File: config.mk
export PLATFORM = sky130hd
export DESIGN_NAME = ecpo_top
export DESIGN_NICKNAME = d
export VERILOG_FILES = /design/src/ecpo_pkg.sv /design/src/ecpo_top.sv
export SDC_FILE = /design/constraint.sdc
export NUM_CORES = 1
export LEC_CHECK = 0
export BUFFER_PORTS_ARGS = -buffer_cell sky130_fd_sc_hd__buf_2
export CAP_MARGIN = 20
export CORE_MARGIN = 3
export CORE_UTILIZATION = 31
export CTS_BUF_LIST = sky130_fd_sc_hd__clkbuf_4
export CTS_CLUSTER_DIAMETER = 40
export DETAILED_ROUTE_END_ITERATION = 12
export PLACE_DENSITY_LB_ADDON = 0.25
export SLEW_MARGIN = 20
export SYNTH_ARGS = -nofsm -noshare
export SYNTH_HDL_FRONTEND = slang
export SYNTH_SLANG_ARGS = --single-unit
File: constraint.sdc
create_clock -name clk_i -period 2.7 [get_ports clk_i]
set_input_delay 0.135 -clock clk_i [delete_from_list [all_inputs] [get_ports clk_i]]
set_output_delay 0.135 -clock clk_i [all_outputs]
set_load 0.01 [all_outputs]
File: src/ecpo_pkg.sv
`default_nettype none
// shared constants for the enhanced capture/compare/pwm output stage
package ecpo_pkg;
   // register byte offsets on the wishbone bus
   localparam logic [7:0] OFF_CTRL = 8'h00;
   localparam logic [7:0] OFF_CMPV = 8'h04;
   localparam logic [7:0] OFF_PCFG = 8'h08;
   localparam logic [7:0] OFF_ASD = 8'h0C;
   localparam logic [7:0] OFF_DIR = 8'h10;
   localparam logic [7:0] OFF_LAT = 8'h14;
   localparam logic [7:0] OFF_IST = 8'h18;
   localparam logic [7:0] OFF_IMSK = 8'h1C;
   localparam logic [7:0] OFF_STAT = 8'h20;
   // unit_mode_select codes
   localparam logic [3:0] MODE_OFF = 4'h0;
   localparam logic [3:0] MODE_CAP_FALL = 4'h4;
   localparam logic [3:0] MODE_CAP_RISE = 4'h5;
   localparam logic [3:0] MODE_CAP_4 = 4'h6;
   localparam logic [3:0] MODE_CAP_16 = 4'h7;
   localparam logic [3:0] MODE_CMP_SET = 4'h8;
   localparam logic [3:0] MODE_CMP_CLR = 4'h9;
   localparam logic [3:0] MODE_CMP_IRQ = 4'hA;
   localparam logic [3:0] MODE_CMP_SPEV = 4'hB;
   localparam logic [1:0] MODE_GRP_CAP = 2'h1;
   localparam logic [1:0] MODE_GRP_CMP = 2'h2;
   localparam logic [1:0] MODE_GRP_PWM = 2'h3;
   // output_config_select codes
   localparam logic [1:0] OCFG_SINGLE = 2'h0;
   localparam logic [1:0] OCFG_FWD = 2'h1;
   localparam logic [1:0] OCFG_HALF = 2'h2;
   localparam logic [1:0] OCFG_REV = 2'h3;
   // field positions
   localparam int CTRL_OCFG_LSB = 6;
   localparam int CTRL_DUTY_LSB = 4;
   localparam int PCFG_RESTART_BIT = 7;
   localparam int ASD_STATUS_BIT = 7;
   localparam int ASD_SRC_BIT = 4;
   localparam int ASD_AC_LSB = 2;
   localparam int ASD_BD_LSB = 0;
   localparam int IRQ_EVENT = 0;
   localparam int IRQ_SHUT = 1;
   // shutdown pin states (any other code floats the pin)
   localparam logic [1:0] SHUT_DRIVE0 = 2'h0;
   localparam logic [1:0] SHUT_DRIVE1 = 2'h1;
   // reset values and capture prescale limits
   localparam logic [3:0] DIR_RESET = 4'hF;
   localparam logic [3:0] CAP_PRE4 = 4'h3;
   localparam logic [3:0] CAP_PRE16 = 4'hF;
   localparam logic [6:0] DB_ZERO = 7'h00;
   localparam logic [6:0] DB_ONE = 7'h01;
   typedef enum logic [1:0] {ECPO_RUN, ECPO_SHUT, ECPO_WAIT} ecpo_shut_t;
endpackage
`default_nettype wire

File: src/ecpo_top.sv
// What this block does
// up to four pwm channels, set by mode
// channels a-d share port pins by mode
// software sets mode bits and clears directions
// compare uses timer one/three, pwm timer two
// capture/compare behave like the standard unit
// special event clears selected timer count
// compare value acts as 16-bit period
// direction 0 drives compare output, 1 captures
// channel a overrides latch, floats on shutdown
// half-bridge drives a and complement on b
// dead-band delays active edges, may suppress
// cleared shutdown resumes at next period
// reset makes pins inputs, registers default
// per-channel enable to the port logic
`timescale 1ns/1ps
`default_nettype none
module ecpo_top
   import ecpo_pkg::*;
(
   input wire logic clk_i, // 250 MHz core clock
   input wire logic rst_i, // synchronous, active high
   input wire logic wb_cyc_i, // bus cycle
   input wire logic wb_stb_i, // bus strobe
   input wire logic wb_we_i, // write enable
   input wire logic [7:0] wb_adr_i, // byte address
   input wire logic [3:0] wb_sel_i, // byte lanes
   input wire logic [31:0] wb_dat_i, // write data
   output logic [31:0] wb_dat_o, // read data
   output logic wb_ack_o, // acknowledge
   input wire logic [15:0] timer1_count_i, // first timer count
   input wire logic [15:0] timer3_count_i, // third timer count
   input wire logic timer3_select_i, // 1: third timer is time base
   input wire logic [9:0] timer2_count_i, // pwm time base
   input wire logic period_start_i, // one-cycle pulse, new pwm period
   input wire logic capture_pin_i, // pin level of channel a
   input wire logic fault_pin_i, // external shutdown source
   output logic [3:0] pwm_pin_o, // pin levels, d..a
   output logic [3:0] pwm_pin_oe_o, // high while pin is driven
   output logic [3:0] chan_enable_o, // channel owns its pin
   output logic timer1_clear_o, // clear first timer count
   output logic timer3_clear_o, // clear third timer count
   output logic irq_o // level interrupt
);
   function automatic logic hit(input logic [7:0] a, input logic [7:0] off);
      hit = (a == off);
   endfunction
   // byte-lane merge of an 8-bit field
   function automatic logic [7:0] lane(input logic [7:0] old, input logic [7:0] nw,
                                       input logic en);
      lane = en ? nw : old;
   endfunction
   logic [31:0] rdat_reg, rdat_next;
   logic [15:0] cmpv_reg, cmpv_next, sel_cnt;
   logic [9:0] duty;
   logic [7:0] ctrl_reg, ctrl_next, pcfg_reg, pcfg_next;
   logic [6:0] asd_reg, asd_next, db_reg, db_next;
   logic [3:0] dir_reg, dir_next, lat_reg, lat_next, cap_cnt_reg, cap_cnt_next;
   logic [3:0] chan_reg, chan_next, pin_reg, oe_reg, pin_next, oe_next, mode, wave;
   logic [3:0] drive_act, shut_lvl, shut_flt;
   logic [1:0] ist_reg, ist_next, imsk_reg, imsk_next, ocfg;
   logic ack_reg, ack_next, irq_reg, irq_next, cmp_out_reg, cmp_out_next, match_prev_reg;
   logic cap_s1_reg, cap_s2_reg, cap_prev_reg, flt_s1_reg, flt_s2_reg, raw_prev_reg;
   logic t1_clr_reg, t1_clr_next, t3_clr_reg, t3_clr_next;
   ecpo_shut_t st_reg, st_next;
   logic is_pwm, is_cap, is_cmp, bus_wr, force_shut, clear_shut, fault_req;
   logic match, match_rise, cap_edge, cap_take, raw, raw_chg, db_on, spev;
   // decoded mode and time base
   assign mode = ctrl_reg[3:0];
   assign ocfg = ctrl_reg[CTRL_OCFG_LSB +: 2];
   assign is_pwm = (mode[3:2] == MODE_GRP_PWM);
   assign is_cap = (mode[3:2] == MODE_GRP_CAP);
   assign is_cmp = (mode[3:2] == MODE_GRP_CMP);
   assign sel_cnt = timer3_select_i ? timer3_count_i : timer1_count_i;
   assign match = is_cmp && (sel_cnt == cmpv_reg);
   assign match_rise = match && !match_prev_reg;
   assign spev = match_rise && (mode == MODE_CMP_SPEV);
   assign bus_wr = wb_cyc_i && wb_stb_i && wb_we_i && !ack_reg;
   assign fault_req = flt_s2_reg && asd_reg[ASD_SRC_BIT];
   assign force_shut = bus_wr && hit(wb_adr_i, OFF_ASD) && wb_sel_i[0]
                       && wb_dat_i[ASD_STATUS_BIT];
   assign clear_shut = bus_wr && hit(wb_adr_i, OFF_ASD) && wb_sel_i[0]
                       && !wb_dat_i[ASD_STATUS_BIT];
   // capture edge and prescaler, same behaviour as the standard unit
   always_comb begin
      cap_edge = 1'b0;
      if (mode == MODE_CAP_FALL) begin
         cap_edge = cap_prev_reg && !cap_s2_reg;
      end else if (is_cap) begin
         cap_edge = !cap_prev_reg && cap_s2_reg;
      end
      cap_cnt_next = is_cap ? cap_cnt_reg : 4'h0;
      cap_take = 1'b0;
      if (cap_edge) begin
         if ((mode == MODE_CAP_4 && cap_cnt_reg == CAP_PRE4) ||
             (mode == MODE_CAP_16 && cap_cnt_reg == CAP_PRE16) ||
             mode == MODE_CAP_FALL || mode == MODE_CAP_RISE) begin
            cap_take = 1'b1;
            cap_cnt_next = 4'h0;
         end else begin
            cap_cnt_next = cap_cnt_reg + 4'h1;
         end
      end
   end
   // register file, compare output and timer clears
   always_comb begin
      ctrl_next = ctrl_reg;
      cmpv_next = cmpv_reg;
      pcfg_next = pcfg_reg;
      asd_next = asd_reg;
      dir_next = dir_reg;
      lat_next = lat_reg;
      imsk_next = imsk_reg;
      rdat_next = rdat_reg;
      ack_next = wb_cyc_i && wb_stb_i && !ack_reg;
      if (bus_wr) begin
         if (hit(wb_adr_i, OFF_CTRL)) begin
            ctrl_next = lane(ctrl_reg, wb_dat_i[7:0], wb_sel_i[0]);
         end else if (hit(wb_adr_i, OFF_CMPV)) begin
            cmpv_next[7:0] = lane(cmpv_reg[7:0], wb_dat_i[7:0], wb_sel_i[0]);
            cmpv_next[15:8] = lane(cmpv_reg[15:8], wb_dat_i[15:8], wb_sel_i[1]);
         end else if (hit(wb_adr_i, OFF_PCFG)) begin
            pcfg_next = lane(pcfg_reg, wb_dat_i[7:0], wb_sel_i[0]);
         end else if (hit(wb_adr_i, OFF_ASD) && wb_sel_i[0]) begin
            asd_next = wb_dat_i[6:0];
         end else if (hit(wb_adr_i, OFF_DIR) && wb_sel_i[0]) begin
            dir_next = wb_dat_i[3:0];
         end else if (hit(wb_adr_i, OFF_LAT) && wb_sel_i[0]) begin
            lat_next = wb_dat_i[3:0];
         end else if (hit(wb_adr_i, OFF_IMSK) && wb_sel_i[0]) begin
            imsk_next = wb_dat_i[1:0];
         end
      end
      // a capture lands after the bus write so the hardware value wins
      if (cap_take) begin
         cmpv_next = sel_cnt;
      end
      if (ack_next) begin
         rdat_next = 32'h0000_0000; // unmapped offsets read zero
         if (hit(wb_adr_i, OFF_CTRL)) begin
            rdat_next[7:0] = ctrl_reg;
         end else if (hit(wb_adr_i, OFF_CMPV)) begin
            rdat_next[15:0] = cmpv_reg;
         end else if (hit(wb_adr_i, OFF_PCFG)) begin
            rdat_next[7:0] = pcfg_reg;
         end else if (hit(wb_adr_i, OFF_ASD)) begin
            rdat_next[7:0] = {st_reg == ECPO_SHUT, asd_reg};
         end else if (hit(wb_adr_i, OFF_DIR)) begin
            rdat_next[3:0] = dir_reg;
         end else if (hit(wb_adr_i, OFF_LAT)) begin
            rdat_next[3:0] = lat_reg;
         end else if (hit(wb_adr_i, OFF_IST)) begin
            rdat_next[1:0] = ist_reg;
         end else if (hit(wb_adr_i, OFF_IMSK)) begin
            rdat_next[1:0] = imsk_reg;
         end else if (hit(wb_adr_i, OFF_STAT)) begin
            rdat_next[7:0] = {pin_reg, chan_reg};
         end
      end
      // write-one-to-clear, but a new event in the same cycle wins
      ist_next = ist_reg;
      if (bus_wr && hit(wb_adr_i, OFF_IST) && wb_sel_i[0]) begin
         ist_next = ist_reg & ~wb_dat_i[1:0];
      end
      if (match_rise || cap_take) begin
         ist_next[IRQ_EVENT] = 1'b1;
      end
      if (st_reg != ECPO_SHUT && st_next == ECPO_SHUT) begin
         ist_next[IRQ_SHUT] = 1'b1;
      end
      irq_next = |(ist_next & imsk_next);
      cmp_out_next = is_cmp ? cmp_out_reg : 1'b0;
      if (match_rise && mode == MODE_CMP_SET) begin
         cmp_out_next = 1'b1;
      end else if (match_rise && mode == MODE_CMP_CLR) begin
         cmp_out_next = 1'b0;
      end
      t1_clr_next = spev && !timer3_select_i;
      t3_clr_next = spev && timer3_select_i;
   end
   // shutdown sequencing; a cleared shutdown waits for the period edge
   always_comb begin
      st_next = st_reg;
      case (st_reg)
         ECPO_RUN: begin
            if (fault_req || force_shut) begin
               st_next = ECPO_SHUT;
            end
         end
         ECPO_SHUT: begin
            // clearing is ignored while the fault is still present
            if (!fault_req && (pcfg_reg[PCFG_RESTART_BIT] || clear_shut)) begin
               st_next = ECPO_WAIT;
            end
         end
         ECPO_WAIT: begin
            if (fault_req || force_shut) begin
               st_next = ECPO_SHUT;
            end else if (period_start_i) begin
               st_next = ECPO_RUN;
            end
         end
         default: begin
            st_next = ECPO_RUN;
         end
      endcase
   end
   // pwm shaping with dead band on the half-bridge pair
   assign duty = {cmpv_reg[7:0], ctrl_reg[CTRL_DUTY_LSB +: 2]};
   assign raw = is_pwm && (timer2_count_i < duty);
   assign raw_chg = (raw != raw_prev_reg);
   assign db_on = raw_chg ? (pcfg_reg[6:0] == DB_ZERO) : (db_reg == DB_ZERO);
   always_comb begin
      db_next = db_reg;
      if (raw_chg) begin
         db_next = (pcfg_reg[6:0] == DB_ZERO) ? DB_ZERO : pcfg_reg[6:0] - DB_ONE;
      end else if (db_reg != DB_ZERO) begin
         db_next = db_reg - DB_ONE;
      end
      case (ocfg)
         OCFG_SINGLE: wave = {3'h0, raw};
         OCFG_HALF: wave = {2'h0, !raw && db_on, raw && db_on};
         OCFG_FWD: wave = {raw, 3'h1};
         default: wave = {2'h1, raw, 1'b0};
      endcase
      wave = wave ^ {mode[0], mode[1], mode[0], mode[1]};
      if (!is_pwm) begin
         wave = {3'h0, cmp_out_reg};
      end
      chan_next = 4'h0;
      if (is_pwm) begin
         case (ocfg)
            OCFG_SINGLE: chan_next = 4'h1;
            OCFG_HALF: chan_next = 4'h3;
            default: chan_next = 4'hF;
         endcase
      end else if (mode != MODE_OFF) begin
         chan_next = 4'h1;
      end
   end
   // per-pin override of the port latch
   genvar gi;
   generate
      for (gi = 0; gi < 4; gi++) begin : g_pin
         localparam int SL = (gi % 2 == 0) ? ASD_AC_LSB : ASD_BD_LSB;
         assign drive_act[gi] = chan_next[gi] && !is_cap && !dir_reg[gi];
         assign shut_lvl[gi] = (asd_reg[SL +: 2] == SHUT_DRIVE1);
         assign shut_flt[gi] = is_pwm && st_reg != ECPO_RUN
                               && asd_reg[SL +: 2] != SHUT_DRIVE0
                               && asd_reg[SL +: 2] != SHUT_DRIVE1;
         assign pin_next[gi] = !drive_act[gi] ? lat_reg[gi] :
                               (is_pwm && st_reg != ECPO_RUN) ? shut_lvl[gi] : wave[gi];
         assign oe_next[gi] = drive_act[gi] ? !shut_flt[gi] : !dir_reg[gi];
      end
   endgenerate
   // all state; reset leaves every pin an input
   always_ff @(posedge clk_i) begin
      if (rst_i) begin
         ctrl_reg <= 8'h00;
         cmpv_reg <= 16'h0000;
         pcfg_reg <= 8'h00;
         asd_reg <= 7'h00;
         dir_reg <= DIR_RESET;
         lat_reg <= 4'h0;
         ist_reg <= 2'h0;
         imsk_reg <= 2'h0;
         rdat_reg <= 32'h0000_0000;
         ack_reg <= 1'b0;
         irq_reg <= 1'b0;
         cap_s1_reg <= 1'b0;
         cap_s2_reg <= 1'b0;
         cap_prev_reg <= 1'b0;
         flt_s1_reg <= 1'b0;
         flt_s2_reg <= 1'b0;
         cap_cnt_reg <= 4'h0;
         match_prev_reg <= 1'b0;
         cmp_out_reg <= 1'b0;
         t1_clr_reg <= 1'b0;
         t3_clr_reg <= 1'b0;
         st_reg <= ECPO_RUN;
         raw_prev_reg <= 1'b0;
         db_reg <= DB_ZERO;
         chan_reg <= 4'h0;
         pin_reg <= 4'h0;
         oe_reg <= 4'h0;
      end else begin
         ctrl_reg <= ctrl_next;
         cmpv_reg <= cmpv_next;
         pcfg_reg <= pcfg_next;
         asd_reg <= asd_next;
         dir_reg <= dir_next;
         lat_reg <= lat_next;
         ist_reg <= ist_next;
         imsk_reg <= imsk_next;
         rdat_reg <= rdat_next;
         ack_reg <= ack_next;
         irq_reg <= irq_next;
         cap_s1_reg <= capture_pin_i;
         cap_s2_reg <= cap_s1_reg;
         cap_prev_reg <= cap_s2_reg;
         flt_s1_reg <= fault_pin_i;
         flt_s2_reg <= flt_s1_reg;
         cap_cnt_reg <= cap_cnt_next;
         match_prev_reg <= match;
         cmp_out_reg <= cmp_out_next;
         t1_clr_reg <= t1_clr_next;
         t3_clr_reg <= t3_clr_next;
         st_reg <= st_next;
         raw_prev_reg <= raw;
         db_reg <= db_next;
         chan_reg <= chan_next;
         pin_reg <= pin_next;
         oe_reg <= oe_next;
      end
   end
   assign wb_dat_o = rdat_reg;
   assign wb_ack_o = ack_reg;
   assign pwm_pin_o = pin_reg;
   assign pwm_pin_oe_o = oe_reg;
   assign chan_enable_o = chan_reg;
   assign timer1_clear_o = t1_clr_reg;
   assign timer3_clear_o = t3_clr_reg;
   assign irq_o = irq_reg;
endmodule
`default_nettype wire

==> run_results.csv <==
group,metric,value,unit
run_status,status,"finished clean",
run,maxCapViolCount,0,
clock_tree,cts_resized,0,
synthesis,synth-seq-cells,103,
routing,via_per_inst,5.11,
clock_tree,cts-root-buf,"clkbuf_4",
routing,wl_per_cell,17.2,um
synthesis,yosysTopAreaCell,"dfxtp_1",
placed_design,dp_cells,992,
routing,drt_wl_total,17.7,mm
floorplan,floorplan.initialDensity,31.9,%
timing,fmax,394,MHz
routing,dr.first_iter.drc_count,327,
synthesis,synth.yosys.seq_area_share,35.6,%
synthesis,ys_async_sr_fraction,0,%
timing,timing.setup.tns,0,ns
worst_setup_path,endpoint_kind,"flip-flop",
grt,grt_pass1_wl,27.3,mm
timing,finClkSkew,0.0148,ns
synthesis,synth-main-ff-cell,"dfxtp_1",
grt,track_usage,17.4,%
hold_path,min_path_type,"primary input to flip-flop",
timing,setup_viol,0,
placed_design,post_dp_cell_area,0.00665,sq mm
clock_tree,cts_max_level,3,
power_and_ir_drop,p_sw_share,27.7,%
grt,antenna_found_initial,1,
timing,rsz0062_at_grt,"no",
placed_design,io_buffer_count,108,
layout,drive_above_1_share,23.6,%
layout,design_area,0.00690,sq mm
floorplan,die_area,0.0203,sq mm
grt,use_met2,28.0,%
grt,use_met1,23.3,%
timing,hold_viol_final,0,
power_and_ir_drop,p_int,1830,uW
power_and_ir_drop,leakagePower,0.00273,uW
floorplan,ios,143,
power_and_ir_drop,p_per_area,366,mW/mm^2
timing,worst_pin_slew,0.572,ns
floorplan,coreArea,0.0181,sq mm
clock_tree,ctsHoldBuffers,15,
grt,use_met3,3.97,%
power_and_ir_drop,p_comb_share,11.4,%
routing,vias,5230,
power_and_ir_drop,fin_total_pwr,2530,uW
layout,stdcell_count,1024,
synthesis,synth_cell_types,67,
grt,first_global_vias,4907,
clock_tree,numClockSinks,103,
power_and_ir_drop,peakVddDrop,167,uV
clock_tree,clkTransAtPathRegs,0.16,ns
layout,layout_common_cells,"buf_2, dfxtp_1, nor2_1",
grt,grt_max_degree,49,
placed_design,dpl.hpwl,13.5,mm
floorplan,die_h,143,um
synthesis,ys_top_cells_by_area,"dfxtp_1, mux2i_1, nor2_1, a211oi_1, xnor2_1",
clock_tree,cts_buffers,9,
timing,post-route-min-period,2.54,ns
timing,slew-limit-headroom,61.9,%
layout,area_delta_synth_final,19.4,%
routing,firstDrtPassIters,4,
worst_setup_path,worstPathRequired,3.12,ns
timing,finalCritPeriodShare,93.9,%
power_and_ir_drop,seq_power_share,60.5,%
clock_tree,worstSkewPairLatency,0.48,ns
synthesis,avgSynthCellArea,8.70,sq um
synthesis,yosys_warnings,0,
timing,drv_slew,0,
clock_tree,cts_tree,"done",
floorplan,rows,49,
layout,nFillCells,1943,
clock_tree,post-cts-setup-buffers,0,
worst_setup_path,path_max_fanout,14,
power_and_ir_drop,switchingPower,700,uW
power_and_ir_drop,clockPowerShare,28.1,%
worst_setup_path,crit_path_start_kind,"flip-flop",
clock_tree,clock_path_buffers,2,
worst_setup_path,arrival,2.96,ns
layout,final_net_count,896,
layout,final_common_cell,"buf_2",
placed_design,finalWeightedCongestion,0.907,
synthesis,synth_top_area_share,35.6,%
worst_setup_path,path_class,"flip-flop to flip-flop",
synthesis,synth_area,0.00578,sq mm
grt,busiest_layer,"met2",
routing,ant_nets,0,
floorplan,die_w,143,um
grt,grt_remaining_overflow,0,
synthesis,synthCells,665,
synthesis,synth_edf_count,0,
routing,drc,0,
[layer usage]
layer,up-vias,part of all wire [%]
met5,-,0
met4,0,1.9
met3,23,5.8
met2,149,47
met1,2435,45
li1,2623,-
[logic make-up (layout without fill, tap and decap cells)]
logic type	after synthesis	after routing	share of synthesized area, %
DFF	103	103	35.6
AOI/OAI and AO/OA	135	135	17.6
xor gates and xnor gates	27	27	4.09
adders and majority gates	12	12	2.60
and+or+nand+nor	244	244	22.2
muxes	61	61	10.7
other	1	17	0.0648
buffers and inverters	82	196	7.12
[final timing paths]
path | to | start | cells past startpoint | slack [ns]
setup / recovery | db_reg[5] | cmpv_reg[7] | 9 | 0.16
hold / removal | pcfg_reg[2] | wb_dat_i[2] | 3 | 0.04
setup reg to reg | db_reg[5] | cmpv_reg[7] | 9 | 0.16
hold reg to reg | cap_s2_reg | cap_s1_reg | 1 | 0.46
[through the flow]
| stage | setup slack, ns | utilization (%) | hold slack, ns |
|---|---|---|---|
| floorplan | 0.289 | - | 0.253 |
| global placement | 0.237 | 36.6 | 0.369 |
| detailed placement | 0.227 | 36.6 | 0.371 |
| CTS | 0.178 | 38.0 | 0.00655 |
| global route | 0.000958 | 38.0 | 0.00879 |
| finish | 0.165 | 38.0 | 0.0420 |
[synth_stat cells, types with 7 or more instances]
| cell | number |
|---|---|
| a211oi_1 | 32 |
| a211oi_2 | 10 |
| a21oi_1 | 26 |
| a221oi_1 | 7 |
| a22oi_1 | 12 |
| and3_1 | 8 |
| buf_4 | 19 |
| clkbuf_1 | 31 |
| dfxtp_1 | 103 |
| ha_1 | 12 |
| inv_1 | 21 |
| mux2i_1 | 55 |
| nand2_1 | 30 |
| nand3_1 | 12 |
| nand3b_1 | 7 |
| nor2_1 | 82 |
| nor2b_1 | 23 |
| nor3_1 | 24 |
| nor4_1 | 9 |
| o21ai_0 | 11 |
| or3_1 | 9 |
| xnor2_1 | 23 |
[critical path: stages (launching register included)]
cell and delay, ns:
dfxtp_1 0.36, inv_1 0.05, ha_1 0.30, nand4_1 0.17
or3b_2 0.49, o221ai_2 0.30, xor2_1 0.11, buf_4 0.19
or3_1 0.37, a21oi_1 0.14
[final cells by class]
cell class | count | area [sq um] | area share [%]
multi-input combinational | 495 | 3380 | 48.9
sequential | 103 | 2060 | 29.9
timing repair buffer | 159 | 988 | 14.3
tap | 229 | 287 | 4.15
inverter | 21 | 78.8 | 1.14
clock buffer | 9 | 67.6 | 0.979
clock inverter | 7 | 38.8 | 0.562
antenna | 1 | 2.50 | 0.0362
[power groups by stage]
stage | registers, uW | logic, uW | clock network (uW)
floorplan | 1560 | 164 | 0
global placement | 1560 | 274 | 0
detailed placement | 1560 | 273 | 0
CTS | 1530 | 290 | 753
global route | 1530 | 314 | 814
finish | 1530 | 288 | 712
Power figures use the tool's default switching activity.
